--- src/cmdt_pkg.sv ---
// package: register map, field layout, carriers for the can mask/data/timer slice
package cmdt_pkg;
  // sfr offsets
  localparam logic [7:0] OFF_TIMER_PRESCALE = 8'hA1;
  localparam logic [7:0] OFF_MAILBOX_DATA   = 8'hA3;
  localparam logic [7:0] OFF_TTC_LOW        = 8'hA4;
  localparam logic [7:0] OFF_TTC_HIGH       = 8'hA5;
  localparam logic [7:0] OFF_MSG_TIMER_LOW  = 8'hAC;
  localparam logic [7:0] OFF_MSG_TIMER_HIGH = 8'hAD;
  localparam logic [7:0] OFF_STAMP_LOW      = 8'hAE;
  localparam logic [7:0] OFF_STAMP_HIGH     = 8'hAF;
  localparam logic [7:0] OFF_ACCEPT_MASK_1  = 8'hC4;
  localparam logic [7:0] OFF_ACCEPT_MASK_2  = 8'hC5;
  localparam logic [7:0] OFF_ACCEPT_MASK_3  = 8'hC6;
  localparam logic [7:0] OFF_ACCEPT_MASK_4  = 8'hC7;

  // fields of accept_mask_4
  localparam int POS_REMOTE_REQ_FILTER = 2;
  localparam int POS_MASK4_RESERVED    = 1;
  localparam int POS_EXT_FORMAT_FILTER = 0;
  localparam int POS_MASK4_IDENT_LO    = 3;

  // reset values
  localparam logic [7:0]  RST_TIMER_DIVIDER = 8'h00;
  localparam logic [15:0] RST_RUNNING_TIMER = 16'h0000;
  localparam logic [15:0] RST_TIME_TRIGGERED = 16'h0000;
  localparam logic [7:0]  RST_READ_DATA     = 8'h00;

  // geometry
  localparam int MAILBOX_BYTES = 8;
  localparam int OBJ_COUNT     = 15;

  // received frame fields, also the tag layout of an object
  typedef struct packed {
    logic [28:0] ident;
    logic        remoteReq;
    logic        extFormat;
  } cmdt_frame_t;

  // one sfr access cycle
  typedef struct packed {
    logic [7:0] addr;
    logic [7:0] wdata;
    logic       wr;
    logic       rd;
  } cmdt_sfr_t;
endpackage : cmdt_pkg

--- src/cmdt_regs.sv ---
// module: acceptance masks, mailbox data window and can timer registers
//
// How it works
// RL1 - mask bit 0 forces identifier bit match; mask bit 1 compares it.
// RL2 - masks only filter received frames; transmit objects never hit.
// RL3 - 29 mask bits spread over four byte registers, most significant first.
// RL4 - mask register four bit 2 masks the remote request bit.
// RL5 - mask register four bit 0 masks the extension format bit.
// RL6 - software never sets mask register four bit 1; reads return zero.
// RL7 - mask registers are not reset; undefined until written.
// RL8 - data window reads and writes the byte the page selection points at.
// RL9 - writing the page selection immediately retargets the data window.
// RL10 - with auto-increment the byte pointer advances after each data access.
// RL11 - byte pointer counts modulo eight with no end stop.
// RL12 - eight-bit prescaler divides the message timer clock; resets to zero.
// RL13 - message timer is two byte registers, both zero after reset.
// RL14 - time stamp of selected object readable as two bytes; writes ignored.
// RL15 - time stamps have no reset value.
// RL16 - time-triggered timer readable as two read-only bytes, reset to zero.
// RL17 - each object holds identifier tags including the remote request tag.
// RL18 - message timer advances once per prescaled tick, wrapping to zero.
// RL19 - reading a ttc or stamp low byte freezes its high byte for a coherent pair; message timer bytes read live.
module cmdt_regs
  import cmdt_pkg::*;
#(
  parameter int OBJS = OBJ_COUNT
) (
  // clock and reset
  input  wire logic              core_clk,
  input  wire logic              rst_b,
  // sfr access
  input  wire cmdt_sfr_t         sfrReq,
  output logic [7:0]             sfrRdata,
  // page selection from the page register
  input  wire logic              pageLoad,
  input  wire logic [3:0]        pageObj,
  input  wire logic [2:0]        pageIdx,
  input  wire logic              pageAutoInc,
  // identifier tag load for the selected object
  input  wire logic              tagWr,
  input  wire cmdt_frame_t       tagData,
  // acceptance filtering
  input  wire logic              rxValid,
  input  wire cmdt_frame_t       rxFrame,
  input  wire logic [OBJS-1:0]   objIsRx,
  output logic [OBJS-1:0]        rxHit,
  // capture events from the protocol engine
  input  wire logic              stampCapture,
  input  wire logic [3:0]        stampObj,
  input  wire logic              ttcCapture,
  // timer view
  output logic [15:0]            runningTimer
);

  localparam int IW = $clog2(OBJS * MAILBOX_BYTES);

  // storage without reset: masks, tags, mailbox bytes, stamps
  logic [31:0]       maskMem  [0:OBJS-1];
  cmdt_frame_t       tagMem   [0:OBJS-1];
  logic [7:0]        mbxMem   [0:OBJS*MAILBOX_BYTES-1];
  logic [15:0]       stampMem [0:OBJS-1];

  logic [3:0]        objQ;
  logic [2:0]        ptrQ;
  logic [7:0]        dividerQ;
  logic [7:0]        divCntQ;
  logic [15:0]       timerQ;
  logic [15:0]       ttcQ;
  logic [7:0]        ttcHiShadowQ;
  logic [7:0]        stampHiShadowQ;
  logic [7:0]        rdataQ;

  // address decode
  wire logic         objOk      = objQ < 4'(OBJS);
  wire logic         stampObjOk = stampObj < 4'(OBJS);
  wire logic [IW-1:0] mbxIdx    = IW'({objQ, ptrQ});
  wire logic         selData    = sfrReq.addr == OFF_MAILBOX_DATA;
  wire logic         dataAcc    = selData && (sfrReq.wr || sfrReq.rd);
  wire logic         wrPresc    = sfrReq.wr && sfrReq.addr == OFF_TIMER_PRESCALE;
  wire logic         wrTimLo    = sfrReq.wr && sfrReq.addr == OFF_MSG_TIMER_LOW;
  wire logic         wrTimHi    = sfrReq.wr && sfrReq.addr == OFF_MSG_TIMER_HIGH;
  wire logic         rdTtcLo    = sfrReq.rd && sfrReq.addr == OFF_TTC_LOW;
  wire logic         rdStampLo  = sfrReq.rd && sfrReq.addr == OFF_STAMP_LOW;
  wire logic [31:0]  maskCur    = objOk ? maskMem[objQ] : 32'h0000_0000;
  wire logic [7:0]   mbxCur     = objOk ? mbxMem[mbxIdx] : 8'h00;
  wire logic [15:0]  stampCur   = objOk ? stampMem[objQ] : 16'h0000;
  wire logic         tick       = divCntQ == dividerQ;

  // mask byte write: reserved bit 1 of register four is kept at zero
  wire logic [1:0]   maskSel   = 2'(sfrReq.addr - OFF_ACCEPT_MASK_1);
  wire logic         maskWr    = sfrReq.wr && objOk && sfrReq.addr >= OFF_ACCEPT_MASK_1
                                 && sfrReq.addr <= OFF_ACCEPT_MASK_4;
  wire logic [7:0]   maskByte  = (maskSel == 2'h3)
                                 ? (sfrReq.wdata & ~(8'h01 << POS_MASK4_RESERVED)) // [RL6]
                                 : sfrReq.wdata;

  // page selection and auto-incrementing byte pointer
  wire logic [2:0]   ptrD = pageLoad ? pageIdx                               // [RL9]
                          : (dataAcc && pageAutoInc) ? 3'(ptrQ + 3'h1)       // [RL10] [RL11]
                          : ptrQ;

  always_ff @(posedge core_clk or negedge rst_b) begin
    if (!rst_b) begin
      objQ <= 4'h0;
      ptrQ <= 3'h0;
    end else begin
      if (pageLoad) begin
        objQ <= pageObj;
      end
      ptrQ <= ptrD;
    end
  end

  // unreset storage: masks, tags and mailbox contents stay as left
  always_ff @(posedge core_clk) begin
    if (maskWr) begin
      maskMem[objQ][8*(3-maskSel) +: 8] <= maskByte;                         // [RL3] [RL7]
    end
    if (tagWr && objOk) begin
      tagMem[objQ] <= tagData;                                               // [RL17]
    end
    if (selData && sfrReq.wr && objOk) begin
      mbxMem[mbxIdx] <= sfrReq.wdata;                                        // [RL8]
    end
    if (stampCapture && stampObjOk) begin
      stampMem[stampObj] <= timerQ;                                          // [RL15]
    end
  end

  // acceptance filter per object; transmit objects never hit
  for (genvar g = 0; g < OBJS; g++) begin : gFilter
    wire logic [28:0] idMask  = maskMem[g][31:3];                            // [RL3]
    wire logic        rtrMask = maskMem[g][POS_REMOTE_REQ_FILTER];
    wire logic        ideMask = maskMem[g][POS_EXT_FORMAT_FILTER];
    wire logic        idOk    = ~|(idMask & (rxFrame.ident ^ tagMem[g].ident));        // [RL1]
    wire logic        rtrOk   = ~(rtrMask & (rxFrame.remoteReq ^ tagMem[g].remoteReq)); // [RL4]
    wire logic        ideOk   = ~(ideMask & (rxFrame.extFormat ^ tagMem[g].extFormat)); // [RL5]
    assign rxHit[g] = rxValid && objIsRx[g] && idOk && rtrOk && ideOk;      // [RL2]
  end

  // prescaler: divider value N gives one tick every N+1 clocks
  wire logic [7:0]  divCntD = tick ? 8'h00 : 8'(divCntQ + 8'h01);            // [RL12]
  wire logic [15:0] timerInc = tick ? 16'(timerQ + 16'h0001) : timerQ;       // [RL18]
  wire logic [15:0] timerD  = wrTimLo ? {timerInc[15:8], sfrReq.wdata}
                            : wrTimHi ? {sfrReq.wdata, timerInc[7:0]}
                            : timerInc;                                      // [RL13]

  always_ff @(posedge core_clk or negedge rst_b) begin
    if (!rst_b) begin
      dividerQ <= RST_TIMER_DIVIDER;                                         // [RL12]
      divCntQ  <= 8'h00;
      timerQ   <= RST_RUNNING_TIMER;                                         // [RL13]
      ttcQ     <= RST_TIME_TRIGGERED;                                        // [RL16]
    end else begin
      if (wrPresc) begin
        dividerQ <= sfrReq.wdata;
      end
      divCntQ <= divCntD;
      timerQ  <= timerD;
      if (ttcCapture) begin
        ttcQ <= timerQ;
      end
    end
  end

  // high-byte shadows: a low read freezes the matching high byte
  always_ff @(posedge core_clk or negedge rst_b) begin
    if (!rst_b) begin
      ttcHiShadowQ   <= 8'h00;
      stampHiShadowQ <= 8'h00;
    end else begin
      if (rdTtcLo) begin
        ttcHiShadowQ <= ttcQ[15:8];                                          // [RL19]
      end
      if (rdStampLo) begin
        stampHiShadowQ <= stampCur[15:8];                                    // [RL19]
      end
    end
  end

  // read mux; stamp and ttc bytes have no write path
  logic [7:0] readVal;
  always_comb begin
    case (sfrReq.addr)
      OFF_TIMER_PRESCALE: readVal = dividerQ;
      OFF_MAILBOX_DATA:   readVal = mbxCur;                                  // [RL8]
      OFF_TTC_LOW:        readVal = ttcQ[7:0];                               // [RL16]
      OFF_TTC_HIGH:       readVal = ttcHiShadowQ;
      OFF_MSG_TIMER_LOW:  readVal = timerQ[7:0];
      OFF_MSG_TIMER_HIGH: readVal = timerQ[15:8];
      OFF_STAMP_LOW:      readVal = stampCur[7:0];                           // [RL14]
      OFF_STAMP_HIGH:     readVal = stampHiShadowQ;
      OFF_ACCEPT_MASK_1:  readVal = maskCur[31:24];
      OFF_ACCEPT_MASK_2:  readVal = maskCur[23:16];
      OFF_ACCEPT_MASK_3:  readVal = maskCur[15:8];
      OFF_ACCEPT_MASK_4:  readVal = maskCur[7:0];
      default:            readVal = 8'h00;
    endcase
  end

  // read data is held until the next read
  always_ff @(posedge core_clk or negedge rst_b) begin
    if (!rst_b) begin
      rdataQ <= RST_READ_DATA;
    end else if (sfrReq.rd) begin
      rdataQ <= readVal;
    end
  end

  assign sfrRdata     = rdataQ;
  assign runningTimer = timerQ;

  // checks
  AST_PTR_ADVANCE: assert property (@(posedge core_clk) disable iff (!rst_b) // [RL10]
    dataAcc && pageAutoInc && !pageLoad |=> ptrQ == 3'($past(ptrQ) + 3'h1))
    else $error("byte pointer did not advance after data access");

  AST_PTR_WRAP: assert property (@(posedge core_clk) disable iff (!rst_b)    // [RL11]
    dataAcc && pageAutoInc && !pageLoad && ptrQ == 3'h7 |=> ptrQ == 3'h0)
    else $error("byte pointer did not wrap from seven to zero");

  AST_PAGE_RETARGET: assert property (@(posedge core_clk) disable iff (!rst_b) // [RL9]
    pageLoad |=> ptrQ == $past(pageIdx) && objQ == $past(pageObj))
    else $error("page selection not taken");

  AST_DATA_READ: assert property (@(posedge core_clk) disable iff (!rst_b)   // [RL8]
    sfrReq.rd && selData |=> sfrRdata == $past(mbxCur))
    else $error("data window read returned wrong byte");

  AST_TIMER_TICK: assert property (@(posedge core_clk) disable iff (!rst_b)  // [RL18]
    tick && !wrTimLo && !wrTimHi |=> timerQ == 16'($past(timerQ) + 16'h0001))
    else $error("message timer did not advance on tick");

  AST_TICK_SPACING: assert property (@(posedge core_clk) disable iff (!rst_b) // [RL12]
    tick && dividerQ != 8'h00 && !wrPresc |=> !tick)
    else $error("prescaler ticked on consecutive clocks");

  AST_TX_NO_HIT: assert property (@(posedge core_clk) disable iff (!rst_b)   // [RL2]
    (rxHit & ~objIsRx) == '0)
    else $error("transmit object hit by received frame");

  AST_MASK_OPEN: assert property (@(posedge core_clk) disable iff (!rst_b)   // [RL1]
    rxValid && objOk && objIsRx[objQ] && maskCur == 32'h0000_0000 |-> rxHit[objQ])
    else $error("fully open mask did not accept frame");

  AST_RSV_ZERO: assert property (@(posedge core_clk) disable iff (!rst_b)    // [RL6]
    sfrReq.rd && sfrReq.addr == OFF_ACCEPT_MASK_4 |=> !sfrRdata[POS_MASK4_RESERVED])
    else $error("reserved mask bit read back as one");

  AST_STAMP_RO: assert property (@(posedge core_clk) disable iff (!rst_b)    // [RL14]
    sfrReq.wr && (sfrReq.addr == OFF_STAMP_LOW || sfrReq.addr == OFF_STAMP_HIGH)
    && !stampCapture && !pageLoad |=> stampCur == $past(stampCur))
    else $error("write changed a time stamp");

  AST_TTC_PAIR: assert property (@(posedge core_clk) disable iff (!rst_b)    // [RL19]
    rdTtcLo ##1 (sfrReq.rd && sfrReq.addr == OFF_TTC_HIGH)
    |=> sfrRdata == $past(ttcQ[15:8], 2))
    else $error("ttc high byte not coherent with low byte");

  AST_TIMER_WR_LO: assert property (@(posedge core_clk) disable iff (!rst_b) // [RL13]
    wrTimLo |=> timerQ[7:0] == $past(sfrReq.wdata))
    else $error("message timer low byte write not taken");

  AST_TIMER_WR_HI: assert property (@(posedge core_clk) disable iff (!rst_b) // [RL13]
    wrTimHi |=> timerQ[15:8] == $past(sfrReq.wdata))
    else $error("message timer high byte write not taken");

  AST_TIMER_HOLD: assert property (@(posedge core_clk) disable iff (!rst_b)  // [RL12]
    !tick && !wrTimLo && !wrTimHi |=> timerQ == $past(timerQ))
    else $error("message timer moved without a prescaled tick");

  AST_PRESC_WR: assert property (@(posedge core_clk) disable iff (!rst_b)    // [RL12]
    wrPresc |=> dividerQ == $past(sfrReq.wdata))
    else $error("prescaler write not taken");

  AST_PTR_HOLD: assert property (@(posedge core_clk) disable iff (!rst_b)    // [RL10]
    (!dataAcc || !pageAutoInc) && !pageLoad |=> ptrQ == $past(ptrQ))
    else $error("byte pointer moved without a counted access");

  AST_OBJ_HOLD: assert property (@(posedge core_clk) disable iff (!rst_b)    // [RL9]
    !pageLoad |=> objQ == $past(objQ))
    else $error("selected object changed without a page load");

  AST_TTC_CAPTURE: assert property (@(posedge core_clk) disable iff (!rst_b) // [RL16]
    ttcCapture |=> ttcQ == $past(timerQ))
    else $error("ttc timer did not capture the running timer");

  AST_TTC_RO: assert property (@(posedge core_clk) disable iff (!rst_b)      // [RL16]
    !ttcCapture |=> ttcQ == $past(ttcQ))
    else $error("ttc timer changed without a capture");

  AST_TTC_LOW_READ: assert property (@(posedge core_clk) disable iff (!rst_b) // [RL16]
    rdTtcLo |=> sfrRdata == $past(ttcQ[7:0]))
    else $error("ttc low byte read returned wrong value");

  AST_STAMP_CAPTURE: assert property (@(posedge core_clk) disable iff (!rst_b) // [RL14]
    stampCapture && stampObjOk && stampObj == objQ && !pageLoad |=> stampCur == $past(timerQ))
    else $error("time stamp did not capture the running timer");

  AST_STAMP_PAIR: assert property (@(posedge core_clk) disable iff (!rst_b)  // [RL19]
    rdStampLo ##1 (sfrReq.rd && sfrReq.addr == OFF_STAMP_HIGH)
    |=> sfrRdata == $past(stampCur[15:8], 2))
    else $error("stamp high byte not coherent with low byte");

  AST_IDLE_NO_HIT: assert property (@(posedge core_clk) disable iff (!rst_b) // [RL2]
    !rxValid |-> rxHit == '0)
    else $error("object hit with no received frame");

endmodule : cmdt_regs

--- config.mk ---
export PLATFORM = sky130hd
export DESIGN_NAME = cmdt_regs
export DESIGN_NICKNAME = d
export VERILOG_FILES = /design/src/cmdt_pkg.sv /design/src/cmdt_regs.sv
export SDC_FILE = /design/constraint.sdc
export NUM_CORES = 2
export LEC_CHECK = 0
export BUFFER_PORTS_ARGS = -buffer_cell sky130_fd_sc_hd__buf_2
export CORE_UTILIZATION = 32
export CTS_CLUSTER_DIAMETER = 60
export CTS_CLUSTER_SIZE = 28
export DETAILED_ROUTE_END_ITERATION = 8
export MAX_ROUTING_LAYER = met4
export PLACE_DENSITY = 0.54
export REMOVE_ABC_BUFFERS = 1
export SLEW_MARGIN = 15
export SYNTH_ARGS = -nofsm -noshare
export SYNTH_HDL_FRONTEND = slang
export SYNTH_SLANG_ARGS = --single-unit
--- constraint.sdc ---
create_clock -name core_clk -period 4.3 [get_ports core_clk]
set_input_delay 0.215 -clock core_clk [delete_from_list [all_inputs] [get_ports core_clk]]
set_output_delay 0.215 -clock core_clk [all_outputs]
set_load 0.05 [all_outputs]
### Word level (Yosys, flattened, before mapping)

Memories as Yosys holds them, arrays and structs flattened.
Cells that the tools add are included.

| storage, ports and cells | value |
|---|---|
| bits in registers | 79 |
| RAM bits | 2145 |
| memories | 4 |
| input bits | 114 |

| cells by class | value |
|---|---|
| eq/ne operators | 14 |
| reduce and logical (&&, ||, !) cells | 106 |
| shift operators | 2 |
| bitwise operators | 120 |
| mux-type cells | 19 |
| add/subtract/negate cells | 6 |
| order comparisons | 4 |

Memory list:

| memory | depth | bits a word | read ports | clocked after memory_dff | write ports | line | text |
|---|---|---|---|---|---|---|---|
| mbxMem | 120 | 8 | 1 | 0 | 1 | cmdt_regs.sv:60 | `logic [7:0] mbxMem [0:OBJS*MAILBOX_BYTES-1];` |
| maskMem | 15 | 32 | 16 | 0 | 1 | cmdt_regs.sv:58 | `logic [31:0] maskMem [0:OBJS-1];` |
| tagMem | 15 | 31 | 15 | 0 | 1 | cmdt_regs.sv:59 | `cmdt_frame_t tagMem [0:OBJS-1];` |
| stampMem | 15 | 16 | 1 | 0 | 1 | cmdt_regs.sv:61 | `logic [15:0] stampMem [0:OBJS-1];` |

Operators by type and width:

| operator | number |
|---|---|
| AND 29 bit | 15 |
| OR reduction 29 bit | 15 |
| XOR 29 bit | 15 |
| equality test 8 bit, second input constant | 12 |
| case mux 8 bit (12 select lines) | 1 |
| logical AND 1 bit | 74 |
| 2-to-1 mux 16 bit | 4 |
| 2-to-1 mux 32 bit | 2 |
| negator 32 -> 34 bit | 1 |
| variable shift 8 x 34 -> 32 bit, first input constant | 1 |
| indexed part select 8 x 34 -> 32 bit | 1 |
| AND 1 bit | 30 |
| inverter 1 bit | 30 |
| XOR 1 bit | 30 |
| adder 16 x 1 -> 16 bit, second input constant | 1 |
| 2-to-1 mux 8 bit | 2 |
| zero test 1 bit | 15 |
| adder 8 x 1 -> 8 bit, second input constant | 1 |
| equality test 8 bit | 1 |
| greater-or-equal comparator 8 bit, second input constant | 1 |
| less-or-equal comparator 8 bit, second input constant | 1 |
| less-than comparator 4 bit, second input constant | 2 |
| 2-to-1 mux 1 bit | 7 |
| 2-to-1 mux 3 bit | 2 |
| 7 further kinds | 7 |

### Depth between registers and ports, before layout

| logic depth | value |
|---|---|
| depth after elaboration | 7 |
| depth in mapped cells | 11 |
| depth with buffers taken out | 9 |

### Worst setup path after synthesis

OpenSTA, ideal clock, no wires.

| path | value |
|---|---|
| kind | flip-flop to flip-flop |
| start point | reg objQ[0] |
| end point | mem tagMem[4][0] in the netlist's numbering, enable pin |
| setup time | 0.419 ns |
| clock period less this slack | 3.405 ns |
| data arrival time | 2.986 ns |
| required time | 3.881 ns |
| stages on the path, launching flop included | 7 |
| path slack | 0.895 ns |
| cells stage by stage | dfrtp_1 buf_6 buf_6 or4b_2 clkbuf_1 clkbuf_1 nor2_1 |

| on the way | value |
|---|---|
| word-level cells in the longest chain between the ends | 4 |

Ends and longest elaborated chain:

| what | line | text |
|---|---|---|
| from (decl) | cmdt_regs.sv:63 | `logic [3:0] objQ;` |
| from (signal assigned) | cmdt_regs.sv:108 | `objQ <= pageObj;` |
| less-than comparator 4 bit | cmdt_regs.sv:74 | `wire logic objOk = objQ < 4'(OBJS);` |
| logical AND 1 bit | cmdt_regs.sv:119 | `if (tagWr && objOk) begin` |
| 2-to-1 mux 1 bit | cmdt_regs.sv:119 |  |
| 2-to-1 mux 1 bit (not written as such) | cmdt_regs.sv:120 | `tagMem[objQ] <= tagData;` |
| to (decl) | cmdt_regs.sv:59 |  |

Several ways; a longest one is shown, not always the timed one.

==> results.md <==
- Status: finished, final reports clean
- Post-Synthesis Cells: 5065
- Register clock-pin slew on the reported worst setup and hold paths: about 0.1 ns
- Die area: 288000 um^2
- FMAX: around 240 MHz
- VDD IR max: between 0.2 and 0.3 mV
- Area growth from synthesis to layout: 15.2%
- Initial Utilization: 0.321
- Critical path arrival: roughly 4 ns
- Gpl congestion: 1.01
- # placed instances: around 9100
- Port bufs: 152
- Die Height: 537 um
- Initial antenna violation count: 45
- PostCTS Resize Cnt: 0
- Sequential area share after synthesis: 0.736
- DRC: 0
- Total clock sinks: 2256
- GRT Resource Usage Total: 0.236
- Remaining global-route overflow: 0
- WP buf/inv: 1
- Drt pass-1 iters: 6
- Synthesis-stage register bit count: between 2000 and 2500
- Final period util: 0.989
- CTS tree: built
- EDFF count, synth: roughly 2200
- Max stage delay on crit path: just under 0.9 ns
- Netlist cell types: 69
- Synthesized area: 91600 um^2
- CTS max path bufs: 4
- Final Setup Violations: 0
- IO Count: between 150 and 200
- Initial DRC count: ~7500
- Area of the core: 285000 um^2
- Critical path launch point type: flop
- CTS buffer count: roughly 160
- Synth warnings: 0
- Minimum clock period: between 4 and 5 ns
- Pre-CTS WS: 0.593 ns
- Post-synth top area share: 0.714
- PD cells: 435 nW/um^2
- Global-route wire length before repair: around 450 mm
- Prevailing post-synth register cell: edfxtp_1
- HPWL Detailed: between 200 and 250 mm
- Worst Hold Class: input pin to flop
- Fin Clk Skew: 0.0702 ns
- MaxCap Viol Count: 0
- Crit end category: primary output
- Root Driver: clkbuf_16
- Crit-path cells: xor2_1 -> a22o_1 -> a221oi_1 -> nand4_1 -> nor3_1 -> buf_2
- ANT nets after route: 0
- Pleak: roughly 35 nW
- Die W: about 540 um
- Vias in the first global route: between 50000 and 60000
- Via count: around 53000
- Least-Margin Pin Slew: 1.13 ns
- Final nets: between 5000 and 6000
- Average vias per placed instance: around 5.6
- CP top delay family: compound AO/OA/AOI/OAI gates
- Syn_area_per_cell: between 15 and 20 um^2
- Design Power: 45.9 mW
- # H-tree levels: 4
- Post-detailed-route wirelength per cell: around 35 um
- Setup TNS: 0 ns
- Max_slew headroom: 0.250
- Synth top area cells: edfxtp_1, mux4_2, xor2_1
- RSZ-0062 raised after global routing: false
- Post-synth top cells: edfxtp_1, xor2_1, mux4_2
- Cell with the most instances after synthesis: edfxtp_1
- Max-slew violations: 0
- FFs w/ async S/R, synth: 0.0350
- Layout cells sized above 1: 0.217
- Slowest CP cell: a221oi_1
- Later-pin clock latency in the skew report: approximately 0.87 ns
- PnR worst setup slack: 0.0465 ns
- Largest net degree at the start of global routing: 85
- Non-filler cells, final: 9453
- Fin. Hold Viols: 0
- WS Path Type: flop to primary output
- CP required: 4.09 ns
- Row count: approximately 200
- Fillers: 26477
- CP max FO: 1
- Dominant cell type by area after synthesis: edfxtp_1
- DRT Wirelength: 335 mm
==> worst reg2reg max path: cells and delay by family (launching register included) <==
family	cells	cell delay, ns
AND/OR/NAND/NOR	6	1.72
buffers and inverters	3	1.15
flip-flops	1	0.79
==> stage by stage <==
stage	cell area [um^2]	utilization	hold slack [ns]
final	106000	0.370	0.0256
after detailed placement	99200	0.348	0.252
after floorplan	90300	-	-0.0806
after global placement	99200	0.348	0.249
after global routing	105000	0.370	0.0242
after CTS	105000	0.370	0.0280
==> power breakdown <==
group / switching, mW / internal, mW
Sequential: 0.483 / 24.5
Combinational: 2.84 / 1.45
Clock: 8.85 / 7.81
Total: 12.2 / 33.7
==> sequential cells by signal, summed over array words and instances, names as in the netlist <==
signal	cells
sfrRdata	8
stampMem	240
divCntQ	8
runningTimer	16
tagMem	465
objQ	4
mbxMem	960
maskMem	512
ttcQ	16
ttcHiShadowQ	8
ptrQ	3
dividerQ	8
stampHiShadowQ	8
==> cells in the final DEF, fill, tap and decap left out, types with 25 or more instances in the layout <==
cell type      netlist  routed
nor2_1             269     245
o221ai_1            30      30
mux2i_1            226     226
o21ai_0             64      64
nor3_1              55      50
buf_12               0      42
nand3_1             99      99
nand2_1            150     150
edfxtp_1          2177    2177
xor2_1             483     483
clkinv_8             0      25
diode_2              0      29
buf_2               86     143
dfrtp_1             79      72
nand4_1             32      32
mux2_2              84      84
buf_4               35     323
a22oi_1            144     144
conb_1               1      48
and2_1              39      38
mux4_2             302     302
a221oi_1           126     126
a22o_1              77      77
dlygate4sd3_1        0      64
clkbuf_16            0     156
a21oi_1             80      80
==> kinds of logic (layout without fill, tap and decap cells) <==
group / Yosys count / count (layout) / share of synthesized area
xor+xnor: 497 / 497 / 0.0475
fa+ha+maj: 7 / 7 / 0.000956
simple gates: 722 / 722 / 0.0363
buf+inv: 307 / 857 / 0.0160
mux: 612 / 612 / 0.109
other cells: 1 / 77 / 0.0000410
compound gates: 663 / 663 / 0.0543
flops: 2256 / 2256 / 0.736
==> cell type report <==
| class | instances | area, um^2 | area share |
|---|---|---|---|
| repair buffers | 574 | 4660 | 0.0442 |
| clock buffers | 159 | 3920 | 0.0371 |
| clock inverters | 115 | 1640 | 0.0155 |
| diodes | 29 | 72.6 | 0.000688 |
| inverters | 9 | 33.8 | 0.000320 |
| well taps | 3762 | 4710 | 0.0446 |
| flip-flops and latches | 2256 | 67400 | 0.639 |
| multi-input cells | 2549 | 23100 | 0.219 |
==> what timing repair did <==
item / 4_1_cts / 5_1_grt
buffers inserted: 0 / 0
hold endpoints to repair: 842 / 1
hold buffers: 64 / 1
==> routing by layer <==
layer	vias to the layer above	GRT usage	share of wire
met1	28519	0.298	0.39
li1	21230	-	-
met3	629	0.0436	0.089
met2	3007	0.370	0.47
met4	0	0.102	0.052
met5	-	-	0
==> path summary, 6_finish.rpt <==
kind | from | endpoint | slack, ns | depth (start not counted)
setup / recovery | tagMem[4][28]$_DFFE_PP_ | rxHit[4] | 0.05 | 6
hold reg to reg | sfrRdata[5]$_DFFE_PN0P_ | sfrRdata[5]$_DFFE_PN0P_ | 0.51 | 1
max in group asynchronous | rst_b | ptrQ[0]$_DFFE_PN0P_ | 3.19 | 4
hold / removal | sfrReq[5] | mbxMem[57][3]$_DFFE_PP_ | 0.03 | 1
setup reg to reg | objQ[0]$_DFFE_PN0P_ | maskMem[3][21]$_DFFE_PP_ | 0.32 | 9
min in group asynchronous | rst_b | runningTimer[10]$_DFF_PN0_ | 0.43 | 4
Power figures use the tool's default switching activity.
